===== config.mk =====
export PLATFORM = sky130hd
export DESIGN_NAME = pcs_port4
export DESIGN_NICKNAME = d
export VERILOG_FILES = /design/src/hw/pcs_pkg.sv /design/src/hw/pcs_addr_match.sv /design/src/hw/pcs_port4.sv
export SDC_FILE = /design/constraint.sdc
export NUM_CORES = 1
export LEC_CHECK = 0
export BUFFER_PORTS_ARGS = -buffer_cell sky130_fd_sc_hd__buf_2
export CAP_MARGIN = 10
export CORE_ASPECT_RATIO = 1.5
export CORE_MARGIN = 8
export CORE_UTILIZATION = 60
export CTS_BUF_LIST = sky130_fd_sc_hd__clkbuf_8 sky130_fd_sc_hd__clkbuf_16
export DETAILED_ROUTE_END_ITERATION = 10
export MAX_ROUTING_LAYER = met4
export PLACE_DENSITY = 0.81
export SLEW_MARGIN = 30
export SYNTH_ARGS = -nofsm -noshare
export SYNTH_HDL_FRONTEND = slang
export SYNTH_SLANG_ARGS = --single-unit

===== constraint.sdc =====
create_clock -name clk_sys -period 3.7 [get_ports clk_sys]
set_clock_uncertainty 0.1 [all_clocks]
set_input_delay 0.37 -clock clk_sys [delete_from_list [all_inputs] [get_ports clk_sys]]
set_output_delay 0.37 -clock clk_sys [all_outputs]
set_load 0.05 [all_outputs]

===== src/hw/pcs_pkg.sv =====
// Constants shared by the auxiliary port / chip-select strobe block
package pcs_pkg;

  // Special function register addresses
  localparam logic [7:0] PCS_OFS_PINS01_CTRL   = 8'h92;
  localparam logic [7:0] PCS_OFS_PINS23_CTRL   = 8'h93;
  localparam logic [7:0] PCS_OFS_POLARITY_MISC = 8'hA2;
  localparam logic [7:0] PCS_OFS_PORT_DATA     = 8'hA5;
  // Base address registers: high byte of pin n at BASE_HI + 2n, low byte at BASE_HI + 2n + 1
  localparam logic [7:0] PCS_OFS_BASE_HI0      = 8'hB4;

  // Field positions inside a pin-pair control register (pin pair stride 4)
  localparam int PCS_CMP_LSB       = 0;
  localparam int PCS_FUNC_LSB      = 2;
  localparam int PCS_PAIR_STRIDE   = 4;
  // Field positions inside the polarity / misc register
  localparam int PCS_PUP_BIT       = 0;
  localparam int PCS_RMW_BIT       = 1;
  localparam int PCS_POWERDOWN_STROBE_HOLD_BIT     = 2;
  localparam int PCS_LEVEL_LSB     = 4;

  // Pin function select codes
  localparam logic [1:0] PCS_FUNC_GPIO  = 2'h0;
  localparam logic [1:0] PCS_FUNC_RD    = 2'h1;
  localparam logic [1:0] PCS_FUNC_WR    = 2'h2;
  localparam logic [1:0] PCS_FUNC_RDWR  = 2'h3;

  // Compare width select codes
  localparam logic [1:0] PCS_CMP_A15_A0 = 2'h0;
  localparam logic [1:0] PCS_CMP_A15_A1 = 2'h1;
  localparam logic [1:0] PCS_CMP_A15_A2 = 2'h2;
  localparam logic [1:0] PCS_CMP_A15_A8 = 2'h3;

  // Reset values
  localparam logic [7:0] PCS_CTRL_RST   = 8'h00;
  localparam logic [7:0] PCS_POL_RST    = 8'h00;
  localparam logic [7:0] PCS_BASE_RST   = 8'h00;
  localparam logic [3:0] PCS_PORT_RST   = 4'hF;
  // Mask of implemented polarity register bits (bit 3 reserved)
  localparam logic [7:0] PCS_POL_MASK   = 8'hF7;

endpackage


===== src/hw/pcs_addr_match.sv =====
// Address comparator and strobe qualifier for one chip-select pin
`timescale 1ns/1ps
module pcs_addr_match
  import pcs_pkg::*;
(
  input  wire logic [15:0] base_addr,
  input  wire logic [1:0]  cmp_width,
  input  wire logic [1:0]  func_sel,
  input  wire logic [15:0] ext_addr,
  input  wire logic        ext_rd,
  input  wire logic        ext_wr,
  output logic             hit
);

  logic [15:0] mask;
  logic        addr_eq;
  logic        phase_ok;

  always_comb begin
    case (cmp_width)
      PCS_CMP_A15_A0: mask = 16'hFFFF;
      PCS_CMP_A15_A1: mask = 16'hFFFE;
      PCS_CMP_A15_A2: mask = 16'hFFFC;
      PCS_CMP_A15_A8: mask = 16'hFF00;
      default:        mask = 16'hFFFF;
    endcase
  end

  assign addr_eq = ((ext_addr ^ base_addr) & mask) == 16'h0000;

  always_comb begin
    case (func_sel)
      PCS_FUNC_RD:   phase_ok = ext_rd;
      PCS_FUNC_WR:   phase_ok = ext_wr;
      PCS_FUNC_RDWR: phase_ok = ext_rd | ext_wr;
      default:       phase_ok = 1'b0;
    endcase
  end

  // Asserted only inside the bus strobe phase
  assign hit = addr_eq & phase_ok;

endmodule


===== src/hw/pcs_port4.sv =====
// Four-pin auxiliary port with programmable chip-select strobes
`timescale 1ns/1ps
// Summary of operation
// - Function 00: pin is quasi-bidirectional GPIO
// - Function 01: strobe on matching external reads
// - Function 10: strobe on matching external writes
// - Function 11: strobe on matching reads and writes
// - Compare 00: all sixteen address bits
// - Compare 01: bits fifteen to one only
// - Compare 10: bits fifteen to two only
// - Compare 11: bits fifteen to eight only
// - Each pin has high and low base bytes
// - Pins 0/1 control register field layout
// - Pins 2/3 control register, same layout
// - Polarity bit per pin: one active high
// - Port data low nibble drives GPIO pins
// - Power-down: hold bit sets ALE/program strobe
// - RMW reads pins or latch per bit
// - Pull-up bit enables address/data port pull-ups
// - Matching external data write pulses write strobe
module pcs_port4
  import pcs_pkg::*;
#(
  parameter int NPINS = 4
) (
  input  wire logic              clk_sys,
  input  wire logic              rst_n,
  // SFR access from the CPU core
  input  wire logic [7:0]        sfr_addr,
  input  wire logic [7:0]        sfr_wdata,
  input  wire logic              sfr_wr,
  input  wire logic              sfr_rd,
  input  wire logic              sfr_rmw,
  output logic      [7:0]        sfr_rdata,
  output logic                   sfr_hit,
  // External data bus cycle from the core
  input  wire logic [15:0]       ext_addr,
  input  wire logic              ext_rd,
  input  wire logic              ext_wr,
  // Pins
  input  wire logic [NPINS-1:0]  pin_in,
  output logic      [NPINS-1:0]  pin_out,
  output logic      [NPINS-1:0]  pin_oe,
  // Power-down and neighbouring pins
  input  wire logic              powerdown,
  input  wire logic              ale_core,
  input  wire logic              program_store_strobe_core,
  output logic                   ale_out,
  output logic                   program_store_strobe_out,
  output logic                   addr_data_port_pullup_en
);

  logic [7:0]       pins01_function_ctrl_reg;
  logic [7:0]       pins23_function_ctrl_reg;
  logic [7:0]       strobe_polarity_misc_reg;
  logic [3:0]       aux_port_data_reg;
  logic [7:0]       base_hi_reg [NPINS];
  logic [7:0]       base_lo_reg [NPINS];
  logic [NPINS-1:0] hit;
  logic [NPINS-1:0] strobe_level;
  logic [NPINS-1:0] cs_mode;
  logic [7:0]       rdata_next;
  logic             hit_next;

  // Function select field of one pin
  function automatic logic [1:0] func_of(input logic [7:0] c01, input logic [7:0] c23, input int idx);
    logic [7:0] c;
    c = (idx < 2) ? c01 : c23;
    return c[PCS_FUNC_LSB + PCS_PAIR_STRIDE*(idx%2) +: 2];
  endfunction

  // Compare width field of one pin
  function automatic logic [1:0] cmp_of(input logic [7:0] c01, input logic [7:0] c23, input int idx);
    logic [7:0] c;
    c = (idx < 2) ? c01 : c23;
    return c[PCS_CMP_LSB + PCS_PAIR_STRIDE*(idx%2) +: 2];
  endfunction

  // Register index of a base address byte, or -1
  function automatic int base_index(input logic [7:0] a);
    int d;
    d = int'(a) - int'(PCS_OFS_BASE_HI0);
    return (d >= 0 && d < 2*NPINS) ? d : -1;
  endfunction

  assign strobe_level = strobe_polarity_misc_reg[PCS_LEVEL_LSB +: NPINS];

  // Configuration register writes
  always_ff @(posedge clk_sys or negedge rst_n) begin
    if (!rst_n) begin
      pins01_function_ctrl_reg <= PCS_CTRL_RST;
      pins23_function_ctrl_reg <= PCS_CTRL_RST;
      strobe_polarity_misc_reg <= PCS_POL_RST;
    end else if (sfr_wr) begin
      if (sfr_addr == PCS_OFS_PINS01_CTRL) begin
        pins01_function_ctrl_reg <= sfr_wdata;
      end
      if (sfr_addr == PCS_OFS_PINS23_CTRL) begin
        pins23_function_ctrl_reg <= sfr_wdata;
      end
      if (sfr_addr == PCS_OFS_POLARITY_MISC) begin
        strobe_polarity_misc_reg <= sfr_wdata & PCS_POL_MASK;
      end
    end
  end

  // Port data latch; upper nibble has no storage
  always_ff @(posedge clk_sys or negedge rst_n) begin
    if (!rst_n) begin
      aux_port_data_reg <= PCS_PORT_RST;
    end else if (sfr_wr && sfr_addr == PCS_OFS_PORT_DATA) begin
      aux_port_data_reg <= sfr_wdata[3:0];
    end
  end

  // Base address bytes, high then low per pin
  always_ff @(posedge clk_sys or negedge rst_n) begin
    if (!rst_n) begin
      for (int i = 0; i < NPINS; i++) begin
        base_hi_reg[i] <= PCS_BASE_RST;
        base_lo_reg[i] <= PCS_BASE_RST;
      end
    end else if (sfr_wr && base_index(sfr_addr) >= 0) begin
      if (base_index(sfr_addr) % 2 == 0) begin
        base_hi_reg[base_index(sfr_addr) / 2] <= sfr_wdata;
      end else begin
        base_lo_reg[base_index(sfr_addr) / 2] <= sfr_wdata;
      end
    end
  end

  // Per-pin comparator and output stage
  genvar g;
  generate
    for (g = 0; g < NPINS; g++) begin : g_pin
      pcs_addr_match u_match (
        .base_addr ({base_hi_reg[g], base_lo_reg[g]}),
        .cmp_width (cmp_of(pins01_function_ctrl_reg, pins23_function_ctrl_reg, g)),
        .func_sel  (func_of(pins01_function_ctrl_reg, pins23_function_ctrl_reg, g)),
        .ext_addr  (ext_addr),
        .ext_rd    (ext_rd),
        .ext_wr    (ext_wr),
        .hit       (hit[g])
      );

      // Registered pin drive: strobes lag the bus strobe by one clock
      always_ff @(posedge clk_sys or negedge rst_n) begin
        if (!rst_n) begin
          pin_out[g] <= 1'b0;
          pin_oe[g]  <= 1'b0;
        end else if (func_of(pins01_function_ctrl_reg, pins23_function_ctrl_reg, g) == PCS_FUNC_GPIO) begin
          // Quasi-bidirectional: drive low only, a one is left to the pull-up
          pin_out[g] <= 1'b0;
          pin_oe[g]  <= ~aux_port_data_reg[g];
        end else begin
          pin_out[g] <= hit[g] ? strobe_level[g] : ~strobe_level[g];
          pin_oe[g]  <= 1'b1;
        end
      end

      // Strobe mode flag, shared by the checks below
      assign cs_mode[g] = func_of(pins01_function_ctrl_reg, pins23_function_ctrl_reg, g) != PCS_FUNC_GPIO;

      // A strobe line is never released, or the peripheral would see a floating select
      cs_drive_a: assert property (@(posedge clk_sys) disable iff (!rst_n)
        cs_mode[g] |=> pin_oe[g])
        else $error("strobe pin not driven");
      gpio_pin_a: assert property (@(posedge clk_sys) disable iff (!rst_n)
        !cs_mode[g] |=> !pin_out[g] && pin_oe[g] == ~$past(aux_port_data_reg[g]))
        else $error("gpio pin level wrong");
    end
  endgenerate

  // Read data mux
  always_comb begin
    rdata_next = 8'h00;
    hit_next   = 1'b1;
    if (sfr_addr == PCS_OFS_PINS01_CTRL) begin
      rdata_next = pins01_function_ctrl_reg;
    end else if (sfr_addr == PCS_OFS_PINS23_CTRL) begin
      rdata_next = pins23_function_ctrl_reg;
    end else if (sfr_addr == PCS_OFS_POLARITY_MISC) begin
      rdata_next = strobe_polarity_misc_reg;
    end else if (sfr_addr == PCS_OFS_PORT_DATA) begin
      // Plain reads see the pins; RMW reads see the latch unless redirected
      if (sfr_rmw && !strobe_polarity_misc_reg[PCS_RMW_BIT]) begin
        rdata_next = {4'h0, aux_port_data_reg};
      end else begin
        rdata_next = {4'h0, pin_in};
      end
    end else if (base_index(sfr_addr) >= 0) begin
      if (base_index(sfr_addr) % 2 == 0) begin
        rdata_next = base_hi_reg[base_index(sfr_addr) / 2];
      end else begin
        rdata_next = base_lo_reg[base_index(sfr_addr) / 2];
      end
    end else begin
      hit_next = 1'b0;
    end
  end

  // Read data is held until the next read
  always_ff @(posedge clk_sys or negedge rst_n) begin
    if (!rst_n) begin
      sfr_rdata <= 8'h00;
      sfr_hit   <= 1'b0;
    end else if (sfr_rd) begin
      sfr_rdata <= rdata_next;
      sfr_hit   <= hit_next;
    end
  end

  // Power-down handling of ALE and program store strobe
  always_ff @(posedge clk_sys or negedge rst_n) begin
    if (!rst_n) begin
      ale_out                  <= 1'b0;
      program_store_strobe_out <= 1'b0;
    end else if (powerdown) begin
      ale_out                  <= strobe_polarity_misc_reg[PCS_POWERDOWN_STROBE_HOLD_BIT];
      program_store_strobe_out <= strobe_polarity_misc_reg[PCS_POWERDOWN_STROBE_HOLD_BIT];
    end else begin
      ale_out                  <= ale_core;
      program_store_strobe_out <= program_store_strobe_core;
    end
  end

  assign addr_data_port_pullup_en = strobe_polarity_misc_reg[PCS_PUP_BIT];

  // Checks on pin 0, plus power-down hold, RMW read path and idle strobes of all pins
  logic [1:0]  f0;
  logic [1:0]  c0;
  logic [15:0] b0;
  assign f0 = pins01_function_ctrl_reg[3:2];
  assign c0 = pins01_function_ctrl_reg[1:0];
  assign b0 = {base_hi_reg[0], base_lo_reg[0]};

  gpio_drive_a: assert property (@(posedge clk_sys) disable iff (!rst_n)
    f0 == PCS_FUNC_GPIO |=> pin_oe[0] == ~$past(aux_port_data_reg[0]) && !pin_out[0])
    else $error("gpio pin drive wrong");
  read_strobe_a: assert property (@(posedge clk_sys) disable iff (!rst_n)
    f0 == PCS_FUNC_RD && ext_rd && ((ext_addr ^ b0) & 16'hFF00) == 16'h0000 && c0 == PCS_CMP_A15_A8
    |=> pin_out[0] == $past(strobe_level[0]))
    else $error("read strobe missing");
  write_only_a: assert property (@(posedge clk_sys) disable iff (!rst_n)
    f0 == PCS_FUNC_WR && !ext_wr |=> pin_out[0] == ~$past(strobe_level[0]))
    else $error("write strobe on non-write");
  both_dir_a: assert property (@(posedge clk_sys) disable iff (!rst_n)
    f0 == PCS_FUNC_RDWR && (ext_rd || ext_wr) && ext_addr == b0 |=> pin_out[0] == $past(strobe_level[0]))
    else $error("rd/wr strobe missing");
  full_cmp_a: assert property (@(posedge clk_sys) disable iff (!rst_n)
    f0 != PCS_FUNC_GPIO && c0 == PCS_CMP_A15_A0 && ext_addr != b0 |=> pin_out[0] == ~$past(strobe_level[0]))
    else $error("full compare mismatch strobed");
  two_byte_a: assert property (@(posedge clk_sys) disable iff (!rst_n)
    f0 == PCS_FUNC_RDWR && c0 == PCS_CMP_A15_A1 && ext_rd && ext_addr[15:1] == b0[15:1]
    |=> pin_out[0] == $past(strobe_level[0]))
    else $error("two byte region missed");
  four_byte_a: assert property (@(posedge clk_sys) disable iff (!rst_n)
    f0 == PCS_FUNC_WR && c0 == PCS_CMP_A15_A2 && ext_wr && ext_addr[15:2] != b0[15:2]
    |=> pin_out[0] == ~$past(strobe_level[0]))
    else $error("outside four byte region strobed");
  base_write_a: assert property (@(posedge clk_sys) disable iff (!rst_n)
    sfr_wr && sfr_addr == PCS_OFS_BASE_HI0 |=> base_hi_reg[0] == $past(sfr_wdata))
    else $error("base high byte not stored");
  power_hold_a: assert property (@(posedge clk_sys) disable iff (!rst_n)
    powerdown |=> ale_out == $past(strobe_polarity_misc_reg[PCS_POWERDOWN_STROBE_HOLD_BIT])
                  && program_store_strobe_out == ale_out)
    else $error("power-down strobe level wrong");
  rmw_path_a: assert property (@(posedge clk_sys) disable iff (!rst_n)
    sfr_rd && sfr_rmw && sfr_addr == PCS_OFS_PORT_DATA && !strobe_polarity_misc_reg[PCS_RMW_BIT]
    |=> sfr_rdata == {4'h0, $past(aux_port_data_reg)})
    else $error("rmw read not from latch");
  strobe_idle_a: assert property (@(posedge clk_sys) disable iff (!rst_n)
    !ext_rd && !ext_wr |=> (pin_out & $past(cs_mode)) == (~$past(strobe_level) & $past(cs_mode)))
    else $error("strobe outside bus phase");

  wr_strobe_c: cover property (@(posedge clk_sys) disable iff (!rst_n)
    f0 == PCS_FUNC_WR && hit[0] ##1 pin_out[0] == strobe_level[0]);
  rd_strobe_c: cover property (@(posedge clk_sys) disable iff (!rst_n)
    f0 == PCS_FUNC_RD && hit[0]);
  gpio_low_c: cover property (@(posedge clk_sys) disable iff (!rst_n)
    f0 == PCS_FUNC_GPIO && pin_oe[0]);
  pd_hold_c: cover property (@(posedge clk_sys) disable iff (!rst_n)
    powerdown && strobe_polarity_misc_reg[PCS_POWERDOWN_STROBE_HOLD_BIT] ##1 ale_out);
  rmw_pin_c: cover property (@(posedge clk_sys) disable iff (!rst_n)
    sfr_rd && sfr_rmw && strobe_polarity_misc_reg[PCS_RMW_BIT]);

  // Register stores and read-back
  cfg01_write_a: assert property (@(posedge clk_sys) disable iff (!rst_n)
    sfr_wr && sfr_addr == PCS_OFS_PINS01_CTRL |=> pins01_function_ctrl_reg == $past(sfr_wdata))
    else $error("pin 0/1 control not stored");
  cfg23_write_a: assert property (@(posedge clk_sys) disable iff (!rst_n)
    sfr_wr && sfr_addr == PCS_OFS_PINS23_CTRL |=> pins23_function_ctrl_reg == $past(sfr_wdata))
    else $error("pin 2/3 control not stored");
  level_store_a: assert property (@(posedge clk_sys) disable iff (!rst_n)
    sfr_wr && sfr_addr == PCS_OFS_POLARITY_MISC |=> strobe_polarity_misc_reg == ($past(sfr_wdata) & PCS_POL_MASK))
    else $error("polarity register not stored");
  port_latch_a: assert property (@(posedge clk_sys) disable iff (!rst_n)
    sfr_wr && sfr_addr == PCS_OFS_PORT_DATA |=> aux_port_data_reg == $past(sfr_wdata[3:0]))
    else $error("port latch not stored");
  base_low_a: assert property (@(posedge clk_sys) disable iff (!rst_n)
    sfr_wr && sfr_addr == PCS_OFS_BASE_HI0 + 8'h01 |=> base_lo_reg[0] == $past(sfr_wdata))
    else $error("base low byte not stored");
  ctrl_read_a: assert property (@(posedge clk_sys) disable iff (!rst_n)
    sfr_rd && sfr_addr == PCS_OFS_PINS01_CTRL |=> sfr_hit && sfr_rdata == $past(pins01_function_ctrl_reg))
    else $error("pin 0/1 control read wrong");
  pol_read_a: assert property (@(posedge clk_sys) disable iff (!rst_n)
    sfr_rd && sfr_addr == PCS_OFS_POLARITY_MISC |=> sfr_rdata == $past(strobe_polarity_misc_reg))
    else $error("polarity read wrong");
  unmapped_read_a: assert property (@(posedge clk_sys) disable iff (!rst_n)
    sfr_rd && sfr_addr == 8'h80 |=> !sfr_hit && sfr_rdata == 8'h00)
    else $error("unmapped read not refused");

  // Port data reads
  plain_read_a: assert property (@(posedge clk_sys) disable iff (!rst_n)
    sfr_rd && !sfr_rmw && sfr_addr == PCS_OFS_PORT_DATA |=> sfr_rdata == {4'h0, $past(pin_in)})
    else $error("plain port read not from pins");
  rmw_pins_a: assert property (@(posedge clk_sys) disable iff (!rst_n)
    sfr_rd && sfr_rmw && sfr_addr == PCS_OFS_PORT_DATA && strobe_polarity_misc_reg[PCS_RMW_BIT]
    |=> sfr_rdata == {4'h0, $past(pin_in)})
    else $error("rmw read not from pins");

  // Strobe regions
  write_pulse_a: assert property (@(posedge clk_sys) disable iff (!rst_n)
    f0 == PCS_FUNC_WR && c0 == PCS_CMP_A15_A2 && ext_wr && ext_addr[15:2] == b0[15:2]
    |=> pin_out[0] == $past(strobe_level[0]))
    else $error("write strobe pulse missing");
  high_byte_a: assert property (@(posedge clk_sys) disable iff (!rst_n)
    f0 == PCS_FUNC_RD && c0 == PCS_CMP_A15_A8 && ext_rd && ext_addr[15:8] != b0[15:8]
    |=> pin_out[0] == ~$past(strobe_level[0]))
    else $error("outside high byte region strobed");

  // Reset and power-down
  // No disable here: the check must see the first edge after release
  reset_values_a: assert property (@(posedge clk_sys)
    $rose(rst_n) |-> pins01_function_ctrl_reg == PCS_CTRL_RST && pins23_function_ctrl_reg == PCS_CTRL_RST
                     && strobe_polarity_misc_reg == PCS_POL_RST && pin_oe == {NPINS{1'b0}})
    else $error("configuration not cleared by reset");
  pd_release_a: assert property (@(posedge clk_sys) disable iff (!rst_n)
    !powerdown |=> ale_out == $past(ale_core) && program_store_strobe_out == $past(program_store_strobe_core))
    else $error("strobes not following core");

endmodule


==> flow_summary_export.csv <==
group,metric,value,unit
timing,layout_worst_path_cycle_share,95.06,%
layout,postLayoutCoreUtil,70.23,%
floorplan,std_cell_rows,45,
clocking,clock_sinks,110,
setup_path,rrSetupSlack,1.52,ns
floorplan,die_h,140.9,um
power,switching_share,26.22,%
floorplan,start_util,61.53,%
power,p_per_area,390.0,nW/um2
synthesis,synth_cell_type_count,53,
timing,period_needed,3.517,ns
timing,setup-violations-final,0,
floorplan,die_w,99.24,um
timing,rsz0062_at_grt,"no",
power,internal_power,2.048,mW
clocking,cts_buffer_depth,2,
drt,drt-initial-drc-count,279,
min_path,hp-class,"input pin to asynchronous set/reset pin",
timing,max_freq,0.2843,GHz
clocking,cts_setup_buffers,0,
synthesis,synthCells,497,
drt,ant_nets,0,
global_route,overflow,0,
clocking,cts_hold_buf,0,
synthesis,ys_ff_latch,110,
synthesis,synth.net_count,557,
floorplan,core,10130,um2
setup_path,worstReg2RegStart,"base_lo_reg[12]",
setup_path,r2r_end,"pin_out[2]",
setup_path,reg2regPathDepth,5,
global_route,antenna_found_initial,0,
floorplan,io_pins,66,
global_route,track_usage,26.16,%
drt,dr_total_vias,4541,
layout,drive_gt1_share,41.02,%
global_route,grt_pass1_wl,27.04,mm
synthesis,ys_warn_count,0,
timing,hold_violations,74,
clocking,clk_latency,0.36,ns
clocking,tritoncts,"yes",
synthesis,synth_top_cell_area_share,42.54,%
synthesis,ys_async_sr_fraction,100.0,%
synthesis,yosysMostFrequentCell,"dfrtp_1",
outcome,status,"complete, but fails checks",
drt,drc,0,
layout,syn2layout_area_growth,14.15,%
clocking,h-tree-depth,3,
power,p_comb_share,13.2,%
setup_path,endpoint,"b0[2]",
global_route,grt_pass1_vias,4923,
synthesis,ys_seq_area_share,44.22,%
synthesis,synth_top_area_cell,"dfrtp_1",
synthesis,yosys-top-cells-area,"dfrtp_1 43%, mux2_2 18%, mux4_2 5.8%",
power,power.switching,0.7278,mW
timing,worst_slew_pin_slew,0.8138,ns
place,hpwlAfterDp,12.86,mm
power,p_leak,3.451,nW
synthesis,synth-edff-count,0,
power,clockPowerShare,40.9,%
place,placed_area,6756,um2
clocking,root_buffer,"clkbuf_16",
power,peakVddDrop,0.0002924,V
drt,routed_wl,17.08,mm
place,place_congestion,0.9812,
drt,via_per_inst,6.629,
global_route,grt_max_degree,81,
layout,nNetsFinal,623,
setup_path,cp-start-kind,"input pin",
power,power_frac_seq,45.9,%
synthesis,syn_area_per_cell,12.55,um2
setup_path,crit_arrival,3.65,ns
clocking,ctsResizeCount,0,
synthesis,syn_area,6236,um2
place,io_buffers,65,
job,cap_violations,0,
setup_path,startpoint,"sfr_addr[3]",
synthesis,ys.flop_type,"dfrtp_1",
clocking,cts_buffers,9,
setup_path,crit_fanout,8,
drt,drtPass1Iterations,5,
setup_path,end_kind,"flip-flop",
setup_path,required,3.83,ns
timing,drv_slew,0,
floorplan,die-area,13980,um2
timing,relSlewSlack,45.55,%
layout,n_antenna_cell,0,
setup_path,worstSetupPathType,"input pin to flip-flop",
timing,worst_hold_slack,-0.04221,ns
clocking,cts.reportedPaths.clkPinSlew,0.08,ns
drt,wl_per_cell,24.93,um
layout,stdcell_area,7118,um2
outcome,violations,"hold timing",
synthesis,netlist_top_cells_count,"106 x dfrtp_1, 100 x mux2_2, 32 x xnor2_1, 32 x xor2_1, 20 x nor2_1",
-- final cells by class --
type	count	area, um2
inverters	7	27.53
fillers	731	3017
flip-flops and latches	110	2758
clock buffers	9	225.2
repair buffers	85	506.7
multi-input cells	350	3328
clock inverters	7	126.4
well taps	117	146.4
-- critical path, cell delays in order --
cell      delay (ns)
buf_2           0.11
inv_1           0.10
ha_1            0.17
and3b_1         0.17
o211ai_2        0.10
or3_1           0.43
ha_4            0.21
ha_1            0.19
nand2_1         0.07
ha_1            0.11
nor4bb_1        0.22
nand3_1         0.18
nor4_4          0.30
buf_4           0.22
and3b_1         0.23
buf_12          0.14
mux2_2          0.34
-- stage by stage --
| step | hold slack, ns | power [mW] | TNS [ns] | cells | worst slack [ns] |
|---|---|---|---|---|---|
| after floorplan | -0.02559 | 1.507 | 0 | 497 | 0.04169 |
| after global placement | 0.3376 | 1.641 | 0 | 669 | 0.0005647 |
| after detailed placement | 0.3432 | 1.656 | -7.862 | 669 | -0.1907 |
| after CTS | 0.1250 | 2.780 | 0 | 685 | 0.1830 |
| after global routing | 0.01655 | 2.864 | 0 | 685 | 0.01871 |
| final | -0.04221 | 2.776 | 0 | 685 | 0.1827 |
-- power groups by stage --
stage / Sequential, mW / Clock, mW / Combinational (mW)
2_1_floorplan: 1.33 / 0 / 0.177
3_3_place_gp: 1.29 / 0 / 0.348
3_5_place_dp: 1.30 / 0 / 0.361
4_1_cts: 1.27 / 1.14 / 0.363
5_1_grt: 1.28 / 1.19 / 0.393
6_report: 1.27 / 1.14 / 0.366
-- cells in the final DEF (no fill, tap or decap), types with 5 or more instances in the layout --
master / netlist / layout
a221oi_1: 5 / 5
a311oi_1: 5 / 5
buf_2: 6 / 64
buf_4: 2 / 18
clkbuf_16: 0 / 9
dfrtp_1: 106 / 106
ha_1: 14 / 13
inv_1: 6 / 6
mux2_2: 100 / 100
mux2i_1: 14 / 14
mux4_2: 16 / 16
nand2_1: 18 / 18
nor2_1: 20 / 20
nor4_1: 12 / 12
o21ai_0: 14 / 14
xnor2_1: 32 / 32
xor2_1: 32 / 32
-- cells by family (layout without fill, tap and decap cells) --
group	after synthesis	in the layout	share of synthesized area (%)
xor gates and xnor gates	64	64	8.989
and+or+nand+nor	91	91	8.748
DFF	110	110	44.22
buffers and inverters	37	108	2.708
muxes	130	130	26.08
AOI/OAI and AO/OA	51	51	6.440
adders and majority gates	14	14	2.809
-- routing by layer --
layer	wire length [um]	up-vias	GRT usage [%]	part of all wire, %
li1	-	1977	-	-
met3	1029	57	5.027	6.0
met2	8796	212	43.61	52
met4	1031	0	16.89	6.0
met5	0	-	-	0
met1	6218	2295	27.82	36
-- how the worst min path moves through the flow --
| stage | end | slack, ns | start |
|---|---|---|---|
| after global placement | pin_oe[0] | 0.34 | aux_port_data_reg[0] |
| after floorplan | ale_out | -0.03 | rst_n |
| after CTS | b0[12] | 0.13 | rst_n |
| final | pins23_function_ctrl_reg[4] | -0.04 | rst_n |
| after detailed placement | pin_oe[1] | 0.34 | aux_port_data_reg[1] |
| after global routing | base_lo_reg[12] | 0.02 | rst_n |
(Power assumes the default switching activity.)
